<file path="src/logic/osc_trim_consts.vh">
// Overview of operation
// Sweep interval zero disables spread spectrum; programmed fine code passes unchanged.
// Amplitude select 11/10/01/00 gives peak deviation 32/16/8/4.
// Applied fine code is programmed code plus offset, saturated to 0..255.
// Sweep offset updates once every N oscillator cycles, N the interval field.
// A full sweep lasts 4 * N * (2 * amplitude + 1) oscillator cycles; the code's sweep lasts 4 * N * peak deviation cycles.
// Offset moves as a triangle, one per update, reversing at each extreme.
// Coarse trim field drives the oscillator band select directly.
// Larger fine code gives lower frequency, monotonically; code drives the oscillator.
// Supply trim register at a000 is 8-bit read/write, resets to all ones.
// Register a001 holds interval 7:4, amplitude 3:2, coarse 1:0, resets 01.
// Fine trim register at a002 holds the 8-bit code, resets to 8e.
// Every reset returns trim registers to defaults; software reloads calibration.
// Software calibrates with coarse 01, fine 00, ff, 7f, then binary search.
// Main regulator in normal, reduced-speed and stop; back-up regulator in sleep.
// Regulator selection follows mode changes with no software action.
// Power-on reset condition comes from the back-up regulator.
// After sleep exit, about 10 ms pass before main regulator is trusted.
// Internal oscillator enabled in every mode except stop.
// Oscillator gating is glitch free; output trusted within 10 cycles.
// Crystal oscillator disabled after power-on and after any reset.
// Software waits tens of milliseconds after crystal enable before switching.
// Crystal oscillator has three parallel inverter stages, each separately enabled.
// Crystal drive: 0000 off, 0001 low, 0011 medium, 0111 high, 1xxx bypass.
`ifndef OSC_TRIM_CONSTS_VH
`define OSC_TRIM_CONSTS_VH

// ----------------------------------------
// Register map
// ----------------------------------------
`define ADDR_SUPPLY_TRIM 16'ha000
`define ADDR_COARSE_SWEEP 16'ha001
`define ADDR_FINE_TRIM 16'ha002
`define ADDR_STATUS 16'ha003
`define ADDR_APPLIED_FINE 16'ha004
`define ADDR_CRYSTAL_DRIVE 16'ha007

// ----------------------------------------
// Reset values
// ----------------------------------------
`define RST_SUPPLY_TRIM 8'hff
`define RST_COARSE_SWEEP 8'h01
`define RST_FINE_TRIM 8'h8e
`define RST_CRYSTAL_DRIVE 4'h0

// ----------------------------------------
// Field positions
// ----------------------------------------
`define FLD_INTERVAL_HI 7
`define FLD_INTERVAL_LO 4
`define FLD_AMP_HI 3
`define FLD_AMP_LO 2
`define FLD_COARSE_HI 1
`define FLD_COARSE_LO 0
`define FLD_BYPASS 3

// ----------------------------------------
// Power modes
// ----------------------------------------
`define MODE_NORMAL 2'h0
`define MODE_REDUCED 2'h1
`define MODE_STOP 2'h2
`define MODE_SLEEP 2'h3

// ----------------------------------------
// Timing
// ----------------------------------------
`define CLK_FREQ_KHZ 125000
`define MAIN_REG_SETTLE_MS 10
`define OSC_SETTLE_CYCLES 10

`endif

</file>
<file path="src/logic/osc_trim_spread_spectrum_ctrl.v">
`timescale 1ns/100ps
`include "osc_trim_consts.vh"

module osc_trim_spread_spectrum_ctrl #(
    parameter MAIN_SETTLE_CYCLES = `MAIN_REG_SETTLE_MS * `CLK_FREQ_KHZ,
    parameter ADDR_WIDTH = 16,
    parameter DATA_WIDTH = 8
)
(
    input wire ref_clk,
    input wire reset_n,
    input wire [ADDR_WIDTH-1:0] regAddr,
    input wire [DATA_WIDTH-1:0] regWrData,
    input wire regWrite,
    input wire regRead,
    output reg [DATA_WIDTH-1:0] regRdData_r,
    input wire [1:0] powerMode,
    input wire backupRegOk,
    output reg [7:0] supplyTrim_r,
    output reg mainRegSel_r,
    output reg backupRegSel_r,
    output reg mainRegReady_r,
    output reg powerOnReset_r,
    output reg oscEnable_r,
    output reg oscStable_r,
    output reg [1:0] coarseBand_r,
    output reg [7:0] appliedFineCode_r,
    output reg [2:0] crystalStageEn_r,
    output reg crystalBypass_r
);

// ----------------------------------------
// Local helpers
// ----------------------------------------
// Settle counts are cut to their counter widths on purpose
localparam [31:0] SETTLE_LAST_W = MAIN_SETTLE_CYCLES - 1;
localparam [20:0] SETTLE_LAST = SETTLE_LAST_W[20:0];
localparam [31:0] OSC_SETTLE_W = `OSC_SETTLE_CYCLES - 1;
localparam [3:0] OSC_SETTLE_LAST = OSC_SETTLE_W[3:0];

// Peak deviation for each amplitude select code
function [6:0] peakOf;
    input [1:0] sel;
    begin
        case (sel)
            2'h3: peakOf = 7'h20;
            2'h2: peakOf = 7'h10;
            2'h1: peakOf = 7'h08;
            default: peakOf = 7'h04;
        endcase
    end
endfunction

// Crystal drive code to stage enables; unlisted codes pass bits through
function [2:0] stagesOf;
    input [3:0] drive;
    begin
        if (drive[`FLD_BYPASS])
        begin
            stagesOf = 3'h0;
        end
        else
        begin
            stagesOf = drive[2:0];
        end
    end
endfunction

// ----------------------------------------
// Register storage
// ----------------------------------------
reg [7:0] coarseSweep_r;
reg [7:0] fineTrim_r;
reg [3:0] crystalDrive_r;

wire [3:0] sweepStepInterval;
wire [1:0] sweepAmplitudeSel;
wire [1:0] coarseBandSel;

assign sweepStepInterval = coarseSweep_r[`FLD_INTERVAL_HI:`FLD_INTERVAL_LO];
assign sweepAmplitudeSel = coarseSweep_r[`FLD_AMP_HI:`FLD_AMP_LO];
assign coarseBandSel = coarseSweep_r[`FLD_COARSE_HI:`FLD_COARSE_LO];

// All trim state goes back to defaults on any reset, so calibration
// values must be reloaded by software afterwards
always @(posedge ref_clk or negedge reset_n)
begin
    if (!reset_n)
    begin
        supplyTrim_r <= `RST_SUPPLY_TRIM;
        coarseSweep_r <= `RST_COARSE_SWEEP;
        fineTrim_r <= `RST_FINE_TRIM;
        crystalDrive_r <= `RST_CRYSTAL_DRIVE;
    end
    else if (regWrite)
    begin
        case (regAddr)
            `ADDR_SUPPLY_TRIM:
            begin
                supplyTrim_r <= regWrData;
            end
            `ADDR_COARSE_SWEEP:
            begin
                coarseSweep_r <= regWrData;
            end
            `ADDR_FINE_TRIM:
            begin
                fineTrim_r <= regWrData;
            end
            `ADDR_CRYSTAL_DRIVE:
            begin
                crystalDrive_r <= regWrData[3:0];
            end
            default:
            begin
                supplyTrim_r <= supplyTrim_r;
            end
        endcase
    end
end

// ----------------------------------------
// Read port
// ----------------------------------------
reg [7:0] rdNxt;

// Fine trim is write-only and reads as zero
always @*
begin
    rdNxt = 8'h00;
    case (regAddr)
        `ADDR_SUPPLY_TRIM: rdNxt = supplyTrim_r;
        `ADDR_COARSE_SWEEP: rdNxt = coarseSweep_r;
        `ADDR_STATUS: rdNxt = {3'h0, powerOnReset_r, oscStable_r, oscEnable_r, mainRegReady_r, mainRegSel_r};
        `ADDR_APPLIED_FINE: rdNxt = appliedFineCode_r;
        `ADDR_CRYSTAL_DRIVE: rdNxt = {4'h0, crystalDrive_r};
        default: rdNxt = 8'h00;
    endcase
end

always @(posedge ref_clk or negedge reset_n)
begin
    if (!reset_n)
    begin
        regRdData_r <= 8'h00;
    end
    else if (regRead)
    begin
        regRdData_r <= rdNxt;
    end
    else
    begin
        regRdData_r <= 8'h00;
    end
end

// ----------------------------------------
// Spread spectrum sweep
// ----------------------------------------
reg [3:0] stepCount_r;
reg signed [6:0] sweepOffset_r;
reg sweepUp_r;

wire sweepOn;
wire stepDue;
wire signed [6:0] peak;

assign sweepOn = (sweepStepInterval != 4'h0);
assign stepDue = sweepOn && (stepCount_r >= sweepStepInterval - 4'h1);
assign peak = peakOf(sweepAmplitudeSel);

// One offset step per N oscillator cycles, so a full triangle of
// 4 * peak steps sets the sweep period; a change of amplitude while
// beyond the new peak just turns the sweep back towards zero
always @(posedge ref_clk or negedge reset_n)
begin
    if (!reset_n)
    begin
        stepCount_r <= 4'h0;
        sweepOffset_r <= 7'sd0;
        sweepUp_r <= 1'b1;
    end
    else if (!sweepOn)
    begin
        stepCount_r <= 4'h0;
        sweepOffset_r <= 7'sd0;
        sweepUp_r <= 1'b1;
    end
    else if (stepDue)
    begin
        stepCount_r <= 4'h0;
        if (sweepUp_r)
        begin
            if (sweepOffset_r >= peak)
            begin
                sweepUp_r <= 1'b0;
                sweepOffset_r <= sweepOffset_r - 7'sd1;
            end
            else
            begin
                sweepOffset_r <= sweepOffset_r + 7'sd1;
            end
        end
        else
        begin
            if (sweepOffset_r <= -peak)
            begin
                sweepUp_r <= 1'b1;
                sweepOffset_r <= sweepOffset_r + 7'sd1;
            end
            else
            begin
                sweepOffset_r <= sweepOffset_r - 7'sd1;
            end
        end
    end
    else
    begin
        stepCount_r <= stepCount_r + 4'h1;
    end
end

// ----------------------------------------
// Applied trim codes
// ----------------------------------------
wire signed [9:0] sumWide;
reg [7:0] appliedNxt;

assign sumWide = $signed({2'b00, fineTrim_r}) + {{3{sweepOffset_r[6]}}, sweepOffset_r};

// Clipping near the ends flattens the sweep; keep the programmed
// code at least one peak away from 0 and 255 for a clean triangle
always @*
begin
    appliedNxt = fineTrim_r;
    if (!sweepOn)
    begin
        appliedNxt = fineTrim_r;
    end
    else if (sumWide < 10'sd0)
    begin
        appliedNxt = 8'h00;
    end
    else if (sumWide > 10'sd255)
    begin
        appliedNxt = 8'hff;
    end
    else
    begin
        appliedNxt = sumWide[7:0];
    end
end

// Code polarity is kept as is: a larger code slows the oscillator
always @(posedge ref_clk or negedge reset_n)
begin
    if (!reset_n)
    begin
        appliedFineCode_r <= `RST_FINE_TRIM;
        coarseBand_r <= 2'h1;
    end
    else
    begin
        appliedFineCode_r <= appliedNxt;
        coarseBand_r <= coarseBandSel;
    end
end

// ----------------------------------------
// Regulator selection
// ----------------------------------------
reg [20:0] settleCount_r;
reg settling_r;
reg wasSleep_r;

wire inSleep;

assign inSleep = (powerMode == `MODE_SLEEP);

always @(posedge ref_clk or negedge reset_n)
begin
    if (!reset_n)
    begin
        mainRegSel_r <= 1'b1;
        backupRegSel_r <= 1'b0;
        wasSleep_r <= 1'b0;
    end
    else
    begin
        mainRegSel_r <= !inSleep;
        backupRegSel_r <= inSleep;
        wasSleep_r <= inSleep;
    end
end

// Ready drops on entering sleep and returns only after the settle
// count has run out following the exit
always @(posedge ref_clk or negedge reset_n)
begin
    if (!reset_n)
    begin
        settleCount_r <= 21'h0;
        settling_r <= 1'b0;
        mainRegReady_r <= 1'b1;
    end
    else if (inSleep)
    begin
        settleCount_r <= 21'h0;
        settling_r <= 1'b0;
        mainRegReady_r <= 1'b0;
    end
    else if (wasSleep_r)
    begin
        settleCount_r <= 21'h0;
        settling_r <= 1'b1;
        mainRegReady_r <= 1'b0;
    end
    else if (settling_r)
    begin
        if (settleCount_r >= SETTLE_LAST)
        begin
            settling_r <= 1'b0;
            mainRegReady_r <= 1'b1;
        end
        else
        begin
            settleCount_r <= settleCount_r + 21'h1;
        end
    end
end

// Power-on reset request follows the back-up regulator good level
always @(posedge ref_clk or negedge reset_n)
begin
    if (!reset_n)
    begin
        powerOnReset_r <= 1'b1;
    end
    else
    begin
        powerOnReset_r <= !backupRegOk;
    end
end

// ----------------------------------------
// Internal oscillator gating
// ----------------------------------------
reg [3:0] oscCount_r;

// Enable comes from one flop so the analog gate sees a single clean
// edge; stable is withheld for the settle cycles after each enable
always @(posedge ref_clk or negedge reset_n)
begin
    if (!reset_n)
    begin
        oscEnable_r <= 1'b1;
        oscStable_r <= 1'b0;
        oscCount_r <= 4'h0;
    end
    else
    begin
        oscEnable_r <= (powerMode != `MODE_STOP);
        if (!oscEnable_r)
        begin
            oscStable_r <= 1'b0;
            oscCount_r <= 4'h0;
        end
        else if (oscCount_r >= OSC_SETTLE_LAST)
        begin
            oscStable_r <= 1'b1;
        end
        else
        begin
            oscCount_r <= oscCount_r + 4'h1;
        end
    end
end

// ----------------------------------------
// Crystal oscillator drive
// ----------------------------------------
always @(posedge ref_clk or negedge reset_n)
begin
    if (!reset_n)
    begin
        crystalStageEn_r <= 3'h0;
        crystalBypass_r <= 1'b0;
    end
    else
    begin
        crystalStageEn_r <= stagesOf(crystalDrive_r);
        crystalBypass_r <= crystalDrive_r[`FLD_BYPASS];
    end
end

endmodule // osc_trim_spread_spectrum_ctrl

</file>
<file path="config.mk">
export PLATFORM = sky130hd
export DESIGN_NAME = osc_trim_spread_spectrum_ctrl
export DESIGN_NICKNAME = d
export VERILOG_FILES = /design/src/logic/osc_trim_spread_spectrum_ctrl.v
export VERILOG_INCLUDE_DIRS = /design/src /design/src/logic
export SDC_FILE = /design/constraint.sdc
export NUM_CORES = 1
export LEC_CHECK = 0
export BUFFER_PORTS_ARGS = -buffer_cell sky130_fd_sc_hd__buf_2
export CORE_UTILIZATION = 45
export DETAILED_ROUTE_END_ITERATION = 16
export PLACE_DENSITY = 0.67
export SYNTH_ARGS = -nofsm -noshare
export SYNTH_HDL_FRONTEND = slang
export SYNTH_SLANG_ARGS = --single-unit
</file>
<file path="constraint.sdc">
create_clock -name ref_clk -period 2.6 [get_ports ref_clk]
set_input_delay 0.26 -clock ref_clk [delete_from_list [all_inputs] [get_ports ref_clk]]
set_output_delay 0.26 -clock ref_clk [all_outputs]
set_load 0.01 [all_outputs]
</file>
* Yosys cells after proc, flatten, opt, wreduce, memory -nomap -nowiden
Index checks and enable logic that the tools add are counted.
** Word-level totals
- Output and inout port bits :: 36
- Flip-flop bits (word level) :: 94
** Operators by class
- Muxes and demuxes :: 35
- Reductions and logical operators :: 12
- $add $sub $neg :: 8
- $lt $le $gt $ge :: 7
- Eq/ne operators :: 15
** Operator list (number)
- equality test 16 bit, second input constant :: 6
- 2-to-1 mux 21 bit :: 4
- one-hot mux 8 bit (5 select lines) :: 1
- 2-to-1 mux 7 bit :: 5
- 2-to-1 mux 8 bit :: 4
- adder 21 x 1 -> 21 bit, second input constant :: 1
- greater-or-equal comparator 21 bit, second input constant :: 1
- one-hot mux 6 bit (3 select lines) :: 1
- 2-to-1 mux 4 bit :: 4
- 2-to-1 mux 1 bit :: 15
- AND reduction 2 bit :: 6
- adder 9 x 7 -> 10 bit :: 1
- > comparator 10 x 9 -> 1 bit, second input constant :: 1
- less-than comparator 10 x 1 -> 1 bit, second input constant :: 1
- adder 4 x 1 -> 4 bit, second input constant :: 2
- adder 7 x 2 -> 7 bit, second input constant :: 1
- greater-or-equal comparator 7 bit :: 1
- <= comparator 7 bit :: 1
- negation 7 bit :: 1
- subtractor 7 x 2 -> 7 bit, second input constant :: 1
- equality test 2 bit, second input constant :: 3
- nonzero test 3 bit :: 2
- greater-or-equal comparator 4 bit :: 1
- greater-or-equal comparator 4 bit, second input constant :: 1
- other kinds (9) :: 12

* Depth between registers and ports, before layout
Gate-level depths: netlist of the first run.
- Depth after elaboration :: 8
- Depth in mapped cells :: 10
- Mapped depth without buffers :: 10

* Worst setup path before layout of the first run
OpenSTA, ideal clock, no wires.
- Path kind :: reg-to-reg
- Start :: reg coarseSweep_r[3]
- End :: reg sweepOffset_r[2]
- Stages on the path, launching flop included :: 11
- Slack :: -54 ps
- Setup time :: 125 ps
- Arrival time :: 2529 ps
- Path through :: dfrtp_1 > or2_2 > ha_1 > inv_1 > ha_1 > nand3_1 > o221ai_1 > mux2i_1 > a21oi_2 > mux2i_1 > mux2_2
** Between the ends
- Word-level cells in the longest chain between the ends :: 8
** RTL lines
- from (decl) :: RTL line osc_trim_spread_spectrum_ctrl.v:72 : reg [7:0] coarseSweep_r;
- from (signal assigned) :: RTL line osc_trim_spread_spectrum_ctrl.v:91 : coarseSweep_r <= `RST_COARSE_SWEEP;
- from (signal assigned) :: RTL line osc_trim_spread_spectrum_ctrl.v:104 : coarseSweep_r <= regWrData;
- equality test 2 x 1 -> 1 bit or equality test 2 bit (tied branches) :: RTL line osc_trim_spread_spectrum_ctrl.v:45 : case (sel)
- one-hot mux 6 bit (3 select lines) * :: RTL line osc_trim_spread_spectrum_ctrl.v:45
- negation 7 bit :: RTL line osc_trim_spread_spectrum_ctrl.v:206 : if (sweepOffset_r <= -peak)
- <= comparator 7 bit :: RTL line osc_trim_spread_spectrum_ctrl.v:206
- 2-to-1 mux 7 bit :: RTL line osc_trim_spread_spectrum_ctrl.v:206
- 2-to-1 mux 7 bit * :: RTL line osc_trim_spread_spectrum_ctrl.v:192 : if (sweepUp_r)
- 2-to-1 mux 7 bit * :: RTL line osc_trim_spread_spectrum_ctrl.v:189 : else if (stepDue)
- 2-to-1 mux 7 bit * :: RTL line osc_trim_spread_spectrum_ctrl.v:183 : else if (!sweepOn)
- to (signal assigned) :: RTL line osc_trim_spread_spectrum_ctrl.v:197 : sweepOffset_r <= sweepOffset_r - 7'sd1;
- to (signal assigned) :: RTL line osc_trim_spread_spectrum_ctrl.v:209 : sweepOffset_r <= sweepOffset_r + 7'sd1;
- to (signal assigned) :: RTL line osc_trim_spread_spectrum_ctrl.v:213 : sweepOffset_r <= sweepOffset_r - 7'sd1;
- to (decl) :: RTL line osc_trim_spread_spectrum_ctrl.v:161 : reg signed [6:0] sweepOffset_r;
Mark *: on every way between the ends. The rest lies on a longest branch, timed or not. The select of a mux whose other input is x is not followed.
A chain may end at the register's enable or synchronous reset.

* Worst setup path after layout of the first run
- Start :: reg coarseSweep_r[2]
- End :: reg sweepOffset_r[2]
The elaborated chain is that of the path after synthesis.

==> impl_results.md, run 1 <==
- Setup tns final: 0 ns
- Hold Fails Final Rpt: 0
- Syn Area/Cell: 10.3 sq um
- Final WS setup: 0.0451 ns
- Post-Syn Area: 0.00515 sq mm
- Largest net degree at the start of global routing: 50
- RePlAce Congestion: 0.847
- Worst min-delay path class: input pin to flip-flop
- Core area: 0.0110 sq mm
- Max Clock Freq: 391 MHz
- Final period utilization: 0.983
- Ranking of synthesized cells by area: dfrtp_1 (34%), dfstp_2 (12%), ha_1 (7.3%)
- Worst clock skew: 0.00778 ns
- Height of the die: 109 um
- Top-area cell type share of the netlist area: 0.345
- Yosys warnings: 0
- DRC errors left: 0
- Post-synth EDFFs: 0
- Total number of H-tree levels: 3
- Max Root-Sink Buffers: 2
- DR WL/cell: 15.5 um
- CP max FO: 3
- Yosys top cell by area: dfrtp_1
- Clock sink count: 94
- Worst Path Class, Setup: flip-flop to flip-flop
- Detail Placement HPWL: 8.20 mm
- Async set-or-reset flop fraction in the synthesized netlist: 1.00
- Outcome: finished clean
- Clock-pin slew on the worst setup and hold paths: 0.07 ns
- Leakage power: 2.98 nW
- Min Tclk post-route: 2.55 ns
- Synth cell count leaders: dfrtp_1 (71), nor2_1 (46), nand2_1 (32)
- Unrepaired setup endpoints after global routing: true
- Vias/cell: 5.43
- GRT Total Usage: 0.202
- CTS Buf Count: 9
- Relative slew margins: 0.571
- Crit path required time: 2.83 ns
- Core Rows: 38
- Max-Cap Viols: 0
- Most common cell in the netlist: dfrtp_1
- Mapped Nets: 560
- Vias in the first global route: 3805
- Insertion delay to the later sink of the worst-skew pair: 0.34 ns
- DR iter-0 viols: 274
- Initial antenna violation count: 0
- Antenna Cells: 0
- Final #Nets: 644
- Antenna viol nets, final: 0
- VDD IR max: 0.512 mV
- Ys flop type: dfrtp_1
- Setup crit start kind: flip-flop
- Initial DRT Pass Iterations: 6
- Die ar.: 0.0119 sq mm
- First-pass GRT wire length: 18.4 mm
- GRT overflow: 0
- Worst slew pin tran: 0.643 ns
- Cell Area, Placed: 0.00574 sq mm
- CTS tree: yes
- Vias: 3948
- Area grow syn2layout: 19.3%
- Setup Viol. Count Final: 0
- Place WS: -0.0641 ns
- Cells after Synth: 498
- Placed cells: 706
- Seq/Total Area, Yosys: 0.462
- Synthesized flop and latch total: 94
- Port Buffers: 66
- Worst Setup End Kind: flip-flop
- Pwr dens: 500 mW/mm^2
- Final instance area: 0.00615 sq mm
- Clk Tree Root Cell: clkbuf_16
- Share of cells above drive strength 1: 0.298
- Critical path arrival: 2.78 ns
- Layout Cells excl Fill: 727
- Slew Limit Fails: 0
- Initial Util: 0.469
- Distinct cells, synth: 57
- WL final: 11.3 mm
- Ports: 67
- Die Wd: 109 um
[cell families after synthesis]
kind of cell	share of synthesized area
AO/OA/AOI/OAI	0.127
XOR/XNOR	0.0391
adder cells (fa/ha/maj)	0.0767
buffers and inverters	0.0350
flip-flops	0.462
multiplexers	0.106
AND/OR/NAND/NOR	0.154
[worst max-delay path, cell delays in order (launching register included)]
cell	delay (ns)
dfrtp_1	0.40
or2_4	0.28
ha_4	0.27
inv_2	0.04
ha_4	0.26
nand3_4	0.07
o221ai_2	0.20
mux2i_2	0.29
a21oi_2	0.12
mux2i_1	0.17
mux2_2	0.35
[path summary, 6_finish.rpt]
check	start	to	slack, ns	cells past startpoint
worst max-delay path	coarseSweep_r[2]	sweepOffset_r[2]	0.05	10
worst min-delay path	backupRegOk	powerOnReset_r	0.02	2
worst max register to register	coarseSweep_r[2]	sweepOffset_r[2]	0.05	10
worst min register to register	coarseSweep_r[0]	coarseBand_r[0]	0.38	0
max in group asynchronous	reset_n	oscEnable_r	1.39	3
min in group asynchronous	reset_n	regRdData_r[5]	0.47	2
[final cells by class]
| type | count | area, sq um |
|---|---|---|
| sequential | 94 | 2380 |
| multi-input combinational | 359 | 2680 |
| tap | 140 | 175 |
| timing repair buffer | 88 | 517 |
| inverter | 30 | 113 |
| clock inverter | 7 | 56.3 |
| fill | 926 | 4840 |
| clock buffer | 9 | 225 |
[what timing repair did]
item,4_1_cts,5_1_grt
setup endpoints to repair,8,13
buffers inserted,0,4
resized for setup,1,15
endpoints found under the hold margin,37,0
hold buffers,1,0
pin swaps,0,7
[per-layer routing]
metal | global-route usage | wire length [um]
met2 | 0.311 | 5260
met5 | 0 | 0
met3 | 0.0371 | 464
met1 | 0.281 | 5370
met4 | 0.0782 | 192
[through the flow]
stage | hold WS, ns | power (mW) | utilization
floorplan | -0.0356 | 1.73 | -
detailed placement | 0.313 | 1.85 | 0.523
finish | 0.0180 | 3.07 | 0.560
global placement | 0.308 | 1.83 | 0.523
CTS | 0.00693 | 3.10 | 0.550
global route | 0.00548 | 3.21 | 0.560
[placed cells by master, fill, tap and decap left out, types with 4 or more instances in the layout]
cell type,instances
ha_1,27
nand2b_1,10
o21ai_0,11
xnor2_1,12
clkbuf_16,9
a221o_1,8
nor2b_1,5
dfstp_2,23
o22ai_1,4
o31ai_1,4
buf_4,20
or3_1,6
a21o_1,4
a21oi_1,23
and3_1,10
dfrtp_1,71
mux2_2,30
o211ai_1,7
nor3_1,8
and2_1,9
buf_2,65
nand2_1,32
nor2_1,46
a22oi_1,4
xor2_1,11
mux2i_1,17
nand3_1,16
inv_1,29
[state kept, by name (all words and copies together) (netlist names), 2 cells and up]
| signal | flops |
|---|---|
| coarseBand_r | 2 |
| crystalStageEn_r | 3 |
| crystalDrive_r | 4 |
| oscCount_r | 4 |
| sweepOffset_r | 7 |
| supplyTrim_r | 8 |
| appliedFineCode_r | 8 |
| fineTrim_r | 8 |
| settleCount_r | 21 |
| stepCount_r | 4 |
| coarseSweep_r | 8 |
| regRdData_r | 8 |
[report_power, final]
part	switching [mW]	leakage [nW]	total (mW)	internal [mW]
combinational	0.146	1.62	0.254	0.109
clock	0.594	0.136	1.25	0.659
sequential	0.0504	1.22	1.56	1.51
No activity file was read; power rests on OpenSTA's default activity.
==> run 2, diff against run 1 <==
- CORE_MARGIN: not set -> 2
==> impl_results.md, run 2 (synthesized netlist as in run 1, its figures left out) <==
- First-pass GRT wire length: 18.6 mm (+1.2%)
- Worst Setup End Kind: flip-flop
- Setup Viol. Count Final: 0 (unchanged)
- DRC errors left: 0 (unchanged)
- Worst reg2reg setup slack: 0.02 ns (-0.03 ns)
- Max stage delay on crit path: 0.40 ns (about the same)
- Antenna Cells: 0 (unchanged)
- Critical path arrival: 2.80 ns (+0.02 ns)
- Outcome: finished clean
- Top reg by flops: settleCount_r
- WHS Endpoint: powerOnReset_r
- Antenna viol nets, final: 0 (unchanged)
- Setup crit start kind: flip-flop
- Final period utilization: 0.994 (+0.0113)
- Slew Limit Fails: 0 (unchanged)
- Clock sink count: 94 (unchanged)
- Final #Nets: 643 (-0.16%)
- Reg-to-Reg End: sweepOffset_r[6]
- Relative slew margins: 0.645 (+0.0734)
- Clk Tree Root Cell: clkbuf_16
- WHS Path Cells: 2 (unchanged)
- Max FFs per register: 21 (unchanged)
- Ports: 67 (unchanged)
- Share of cells above drive strength 1: 0.292 (-0.00632)
- Critical-path cell list: or2_4 > ha_4 > inv_2 > ha_4 > nand3_4 > o221ai_2 > mux2i_1 > a21oi_2 > buf_4 > mux2_2 > mux2i_1
- Worst Path Class, Setup: flip-flop to flip-flop
- Crit path required time: 2.82 ns (about the same)
- Initial DRT Pass Iterations: 4 (-2)
- CP Buf/Inv Count: 2 (+1)
- Worst slew pin tran: 0.533 ns (-0.110 ns)
- Max Root-Sink Buffers: 2 (unchanged)
- VDD IR max: 0.445 mV (-13%)
- CP max stage cell: dfrtp_1
- Height of the die: 111 um (+1.8%)
- Critical Path Source: coarseSweep_r[2]
- Leakage power: 2.99 nW (+0.37%)
- Core area: 0.0113 sq mm (+2.6%)
- CP max FO: 3 (unchanged)
- Die ar.: 0.0123 sq mm (+3.7%)
- Vias/cell: 5.48 (+0.96%)
- Total number of H-tree levels: 3 (unchanged)
- Most frequent cells in the layout: dfrtp_1 (71), buf_2 (65), nor2_1 (46), nand2_1 (32), mux2_2 (30)
- Vias in the first global route: 3790 (-0.39%)
- CTS tree: yes
- Hold path startpoint: backupRegOk
- Max-Cap Viols: 0 (unchanged)
- Worst R2R Path Depth: 11 (+1)
- Crit path max-delay family: multiplexers
- Detail Placement HPWL: 8.08 mm (-1.5%)
- Worst min-delay path class: input pin to flip-flop
- Max Clock Freq: 387 MHz (-1.1%)
- Core Rows: 39 (+2.6%)
- CTS Buf Count: 9 (unchanged)
- Clock-pin slew on the worst setup and hold paths: 0.07 ns (about the same)
- Vias: 3997 (+1.2%)
- Final Util: 0.548 (-0.0120)
- Largest net degree at the start of global routing: 57 (+14%)
- Die Wd: 111 um (+1.8%)
- DR WL/cell: 15.5 um (-0.11%)
- Commonest non-fill, non-tap cell in the layout: dfrtp_1
- Initial Util: 0.457 (-0.0120)
- # fillers: 960 (+3.7%)
- GRT overflow: 0 (unchanged)
- Initial antenna violation count: 0 (unchanged)
- Pwr dens: 524 mW/mm^2 (+5.0%)
- Min Tclk post-route: 2.58 ns (+0.0294 ns)
- Port Buffers: 66 (unchanged)
- Unrepaired setup endpoints after global routing: true
- Hold Fails Final Rpt: 0 (unchanged)
- Area grow syn2layout: 19.8%
- Reg-to-Reg Start: coarseSweep_r[2]
- WL final: 11.3 mm (+0.17%)
- RePlAce Congestion: 0.830 (-2.0%)
- Insertion delay to the later sink of the worst-skew pair: 0.34 ns (about the same)
- Placed cells: 708 (+0.28%)
- DR iter-0 viols: 203 (-26%)
- GRT Total Usage: 0.184 (-0.0176)
- Layout Cells excl Fill: 729 (+0.28%)
- Worst clock skew: 0.00722 ns (-0.000566 ns)
-- run 2: metal layers --
layer  part of all wire  wire (um)  track usage  up-vias
li1                   -          -            -     1941
met1               0.47       5360        0.260     1936
met2               0.46       5230        0.287      104
met3              0.048        541       0.0383       16
met4              0.016        180       0.0609        0
met5                  0          0            0        -
-- run 2: repair_timing --
item | in CTS | in global routing
pin swaps | 0 | 4
hold buffers | 1 | 0
resized for setup | 1 | 11
endpoints found under the hold margin | 34 | 0
endpoints found under the setup margin | 8 | 15
setup buffers | 0 | 4
-- run 2: where the power goes --
group / switching (mW) / internal [mW]
combinational: 0.142 / 0.108
sequential: 0.0482 / 1.51
clock: 0.575 / 0.850
total: 0.766 / 2.47
-- run 2: worst max-delay path by stage --
| stage | slack [ns] | cells after the start | end |
|---|---|---|---|
| after floorplan | 0.05 | 10 | sweepOffset_r[2] |
| after global placement | -0.02 | 7 | appliedFineCode_r[0] |
| after detailed placement | -0.05 | 7 | appliedFineCode_r[5] |
| after CTS | 0.03 | 11 | sweepOffset_r[4] |
| after global routing | -0.07 | 11 | sweepOffset_r[5] |
| final | 0.02 | 11 | sweepOffset_r[6] |
-- run 2: layout make-up --
cell class | instances | area [sq um] | area share
inverter | 30 | 113 | 0.0182
sequential | 94 | 2380 | 0.386
multi-input combinational | 359 | 2670 | 0.433
clock buffer | 10 | 229 | 0.0371
clock inverter | 6 | 92.6 | 0.0150
tap | 143 | 179 | 0.0290
timing repair buffer | 87 | 505 | 0.0819
-- run 2: per-stage QoR --
| step | total power, mW | setup WS, ns | hold slack [ns] | setup TNS (ns) | area [sq um] |
|---|---|---|---|---|---|
| CTS | 3.27 | 0.0269 | 0.0162 | 0 | 6070 |
| detailed placement | 1.84 | -0.0536 | 0.274 | -0.301 | 5740 |
| global placement | 1.83 | -0.0204 | 0.270 | -0.154 | 5740 |
| floorplan | 1.73 | 0.0463 | -0.0356 | 0 | 5160 |
| finish | 3.24 | 0.0156 | 0.0254 | 0 | 6170 |
| global route | 3.37 | -0.0735 | 0.0276 | -0.273 | 6170 |
==> run 3, diff against run 2 <==
- SETUP_SLACK_MARGIN: not set -> 0.2
==> impl_results.md, run 3 (synthesized netlist as in run 1, its figures left out) <==
- Vias: 4066 (+1.7%)
- Top reg by flops: settleCount_r
- Core Rows: 39 (unchanged)
- Slew Limit Fails: 0 (unchanged)
- DR WL/cell: 16.3 um (+5.0%)
- Outcome: finished clean
- Worst min-delay path class: input pin to flip-flop
- Final #Nets: 647 (+0.62%)
- RePlAce Congestion: 0.898 (+8.2%)
- Largest net degree at the start of global routing: 43 (-25%)
- Initial Util: 0.457 (unchanged)
- CTS Buf Count: 9 (unchanged)
- Unrepaired setup endpoints after global routing: true
- WL final: 11.9 mm (+5.6%)
- Detail Placement HPWL: 8.49 mm (+5.1%)
- Critical path arrival: 2.82 ns (+0.02 ns)
- Ports: 67 (unchanged)
- Clk Tree Root Cell: clkbuf_16
- Final period utilization: 0.997 (+0.00323)
- Vias/cell: 5.55 (+1.2%)
- Clock sink count: 94 (unchanged)
- Vias in the first global route: 3942 (+4.0%)
- Die ar.: 0.0123 sq mm (unchanged)
- Max FFs per register: 21 (unchanged)
- Commonest non-fill, non-tap cell in the layout: dfrtp_1
- Multi-input logic area: 0.00276 sq mm (+3.3%)
- Crit path required time: 2.83 ns (about the same)
- Core area: 0.0113 sq mm (unchanged)
- Initial antenna violation count: 0 (unchanged)
- Worst slew pin tran: 0.764 ns (+0.231 ns)
- Worst Path Class, Setup: flip-flop to flip-flop
- CP max FO: 4 (+1)
- Final Util: 0.559 (+0.0112)
- Pwr dens: 521 mW/mm^2 (-0.70%)
- Relative slew margins: 0.489 (-0.155)
- Max Clock Freq: 386 MHz (-0.32%)
- GRT Total Usage: 0.195 (+0.0111)
- Worst clock skew: 0.00805 ns (+0.000831 ns)
- Insertion delay to the later sink of the worst-skew pair: 0.34 ns (about the same)
- Area grow syn2layout: 22.2%
- Share of cells above drive strength 1: 0.319 (+0.0268)
- Setup crit start kind: flip-flop
- Min Tclk post-route: 2.59 ns (+0.00839 ns)
- CTS tree: yes
- Worst Setup End Kind: flip-flop
- Sequential cell area: 0.00238 sq mm (unchanged)
- Clock-pin slew on the worst setup and hold paths: 0.07 ns (about the same)
- Antenna Cells: 0 (unchanged)
- Hold Fails Final Rpt: 0 (unchanged)
- GRT overflow: 0 (unchanged)
- Height of the die: 111 um (unchanged)
- First-pass GRT wire length: 19.8 mm (+6.6%)
- # fillers: 966 (+0.63%)
- Pwr Total: 3.28 mW (+1.3%)
- Most frequent cells in the layout: dfrtp_1 (71), buf_2 (65), nor2_1 (46), nand2_1 (31), mux2_2 (30)
- DR iter-0 viols: 313 (+54%)
- Initial DRT Pass Iterations: 4 (unchanged)
- Max Root-Sink Buffers: 2 (unchanged)
- Antenna viol nets, final: 0 (unchanged)
- Port Buffers: 66 (unchanged)
- Leakage power: 3.02 nW (+0.82%)
- DRC errors left: 0 (unchanged)
- Total number of H-tree levels: 3 (unchanged)
- Setup Viol. Count Final: 0 (unchanged)
- VDD IR max: 0.555 mV (+25%)
- Die Wd: 111 um (unchanged)
- Max-Cap Viols: 0 (unchanged)
[run 3: cell count changes in the layout (fill, tap and decap cells not counted), moves of 2 or more]
| cell | previous run | this run |
|---|---|---|
| a21oi_1 | 22 | 20 |
| buf_4 | 20 | 22 |
| clkinv_4 | 0 | 2 |
| clkinvlp_4 | 2 | 0 |
| o21ai_0 | 12 | 10 |
| o31ai_1 | 4 | 2 |
| o31ai_2 | 0 | 2 |
| or4_1 | 3 | 1 |
| or4_4 | 0 | 2 |
[run 3: area by class of cell]
| type | instances | share of cell area |
|---|---|---|
| Timing Repair Buffer | 90 | 0.0844 |
| Sequential cell | 94 | 0.378 |
| Inverter | 30 | 0.0179 |
| Clock inverter | 7 | 0.0171 |
| Clock buffer | 9 | 0.0357 |
| Multi-Input combinational cell | 360 | 0.439 |
| Tap cell | 143 | 0.0284 |
[run 3: power by group]
part	switching (mW)	leakage (nW)	internal [mW]	total, mW
Clock	0.594	0.163	0.856	1.45
Sequential	0.0547	1.22	1.51	1.57
Combinational	0.151	1.63	0.111	0.262
Total	0.800	3.02	2.48	3.28
[run 3: stage by stage]
stage	hold WS, ns	TNS [ns]	area, sq um	instances	worst slack [ns]
global placement	0.175	0	5780	709	0.0373
floorplan	-0.0356	0	5190	498	0.0592
finish	0.0304	0	6300	733	0.00722
detailed placement	0.177	-0.0274	5780	709	-0.0274
global route	0.0225	-0.300	6300	733	-0.0847
CTS	0.0232	0	6190	728	0.00921
[run 3: timing repair]
item                       in CTS  in global routing
hold buffers                    1                  0
buffers inserted                2                  4
gates cloned                    0                  1
pin swaps                       5                 13
hold endpoints to repair       14                  0
setup endpoints to repair      16                 26
resized for setup              10                 15
[run 3: worst max-delay path: stages (launching register included)]
cell	delay, ns
dfrtp_1	0.41
or2_4	0.28
ha_4	0.26
inv_2	0.04
ha_4	0.26
nand3_4	0.08
o221ai_4	0.17
mux2i_2	0.31
a21oi_2	0.14
mux2i_1	0.18
mux2_2	0.35
[run 3: path summary, 6_finish.rpt]
kind	slack (ns)	cells past startpoint	from	endpoint
worst max register to register	0.007	10	coarseSweep_r[3]	sweepOffset_r[2]
worst max-delay path	0.007	10	coarseSweep_r[3]	sweepOffset_r[2]
max in group asynchronous	1.52	3	reset_n	supplyTrim_r[5]
min in group asynchronous	0.35	2	reset_n	oscCount_r[0]
worst min-delay path	0.03	2	backupRegOk	powerOnReset_r
worst min register to register	0.38	0	coarseSweep_r[0]	coarseBand_r[0]
[run 3: layer usage]
metal,GRT usage,wire [um]
met5,0,0
met4,0.0642,183
met3,0.0235,428
met2,0.312,5630
met1,0.280,5690
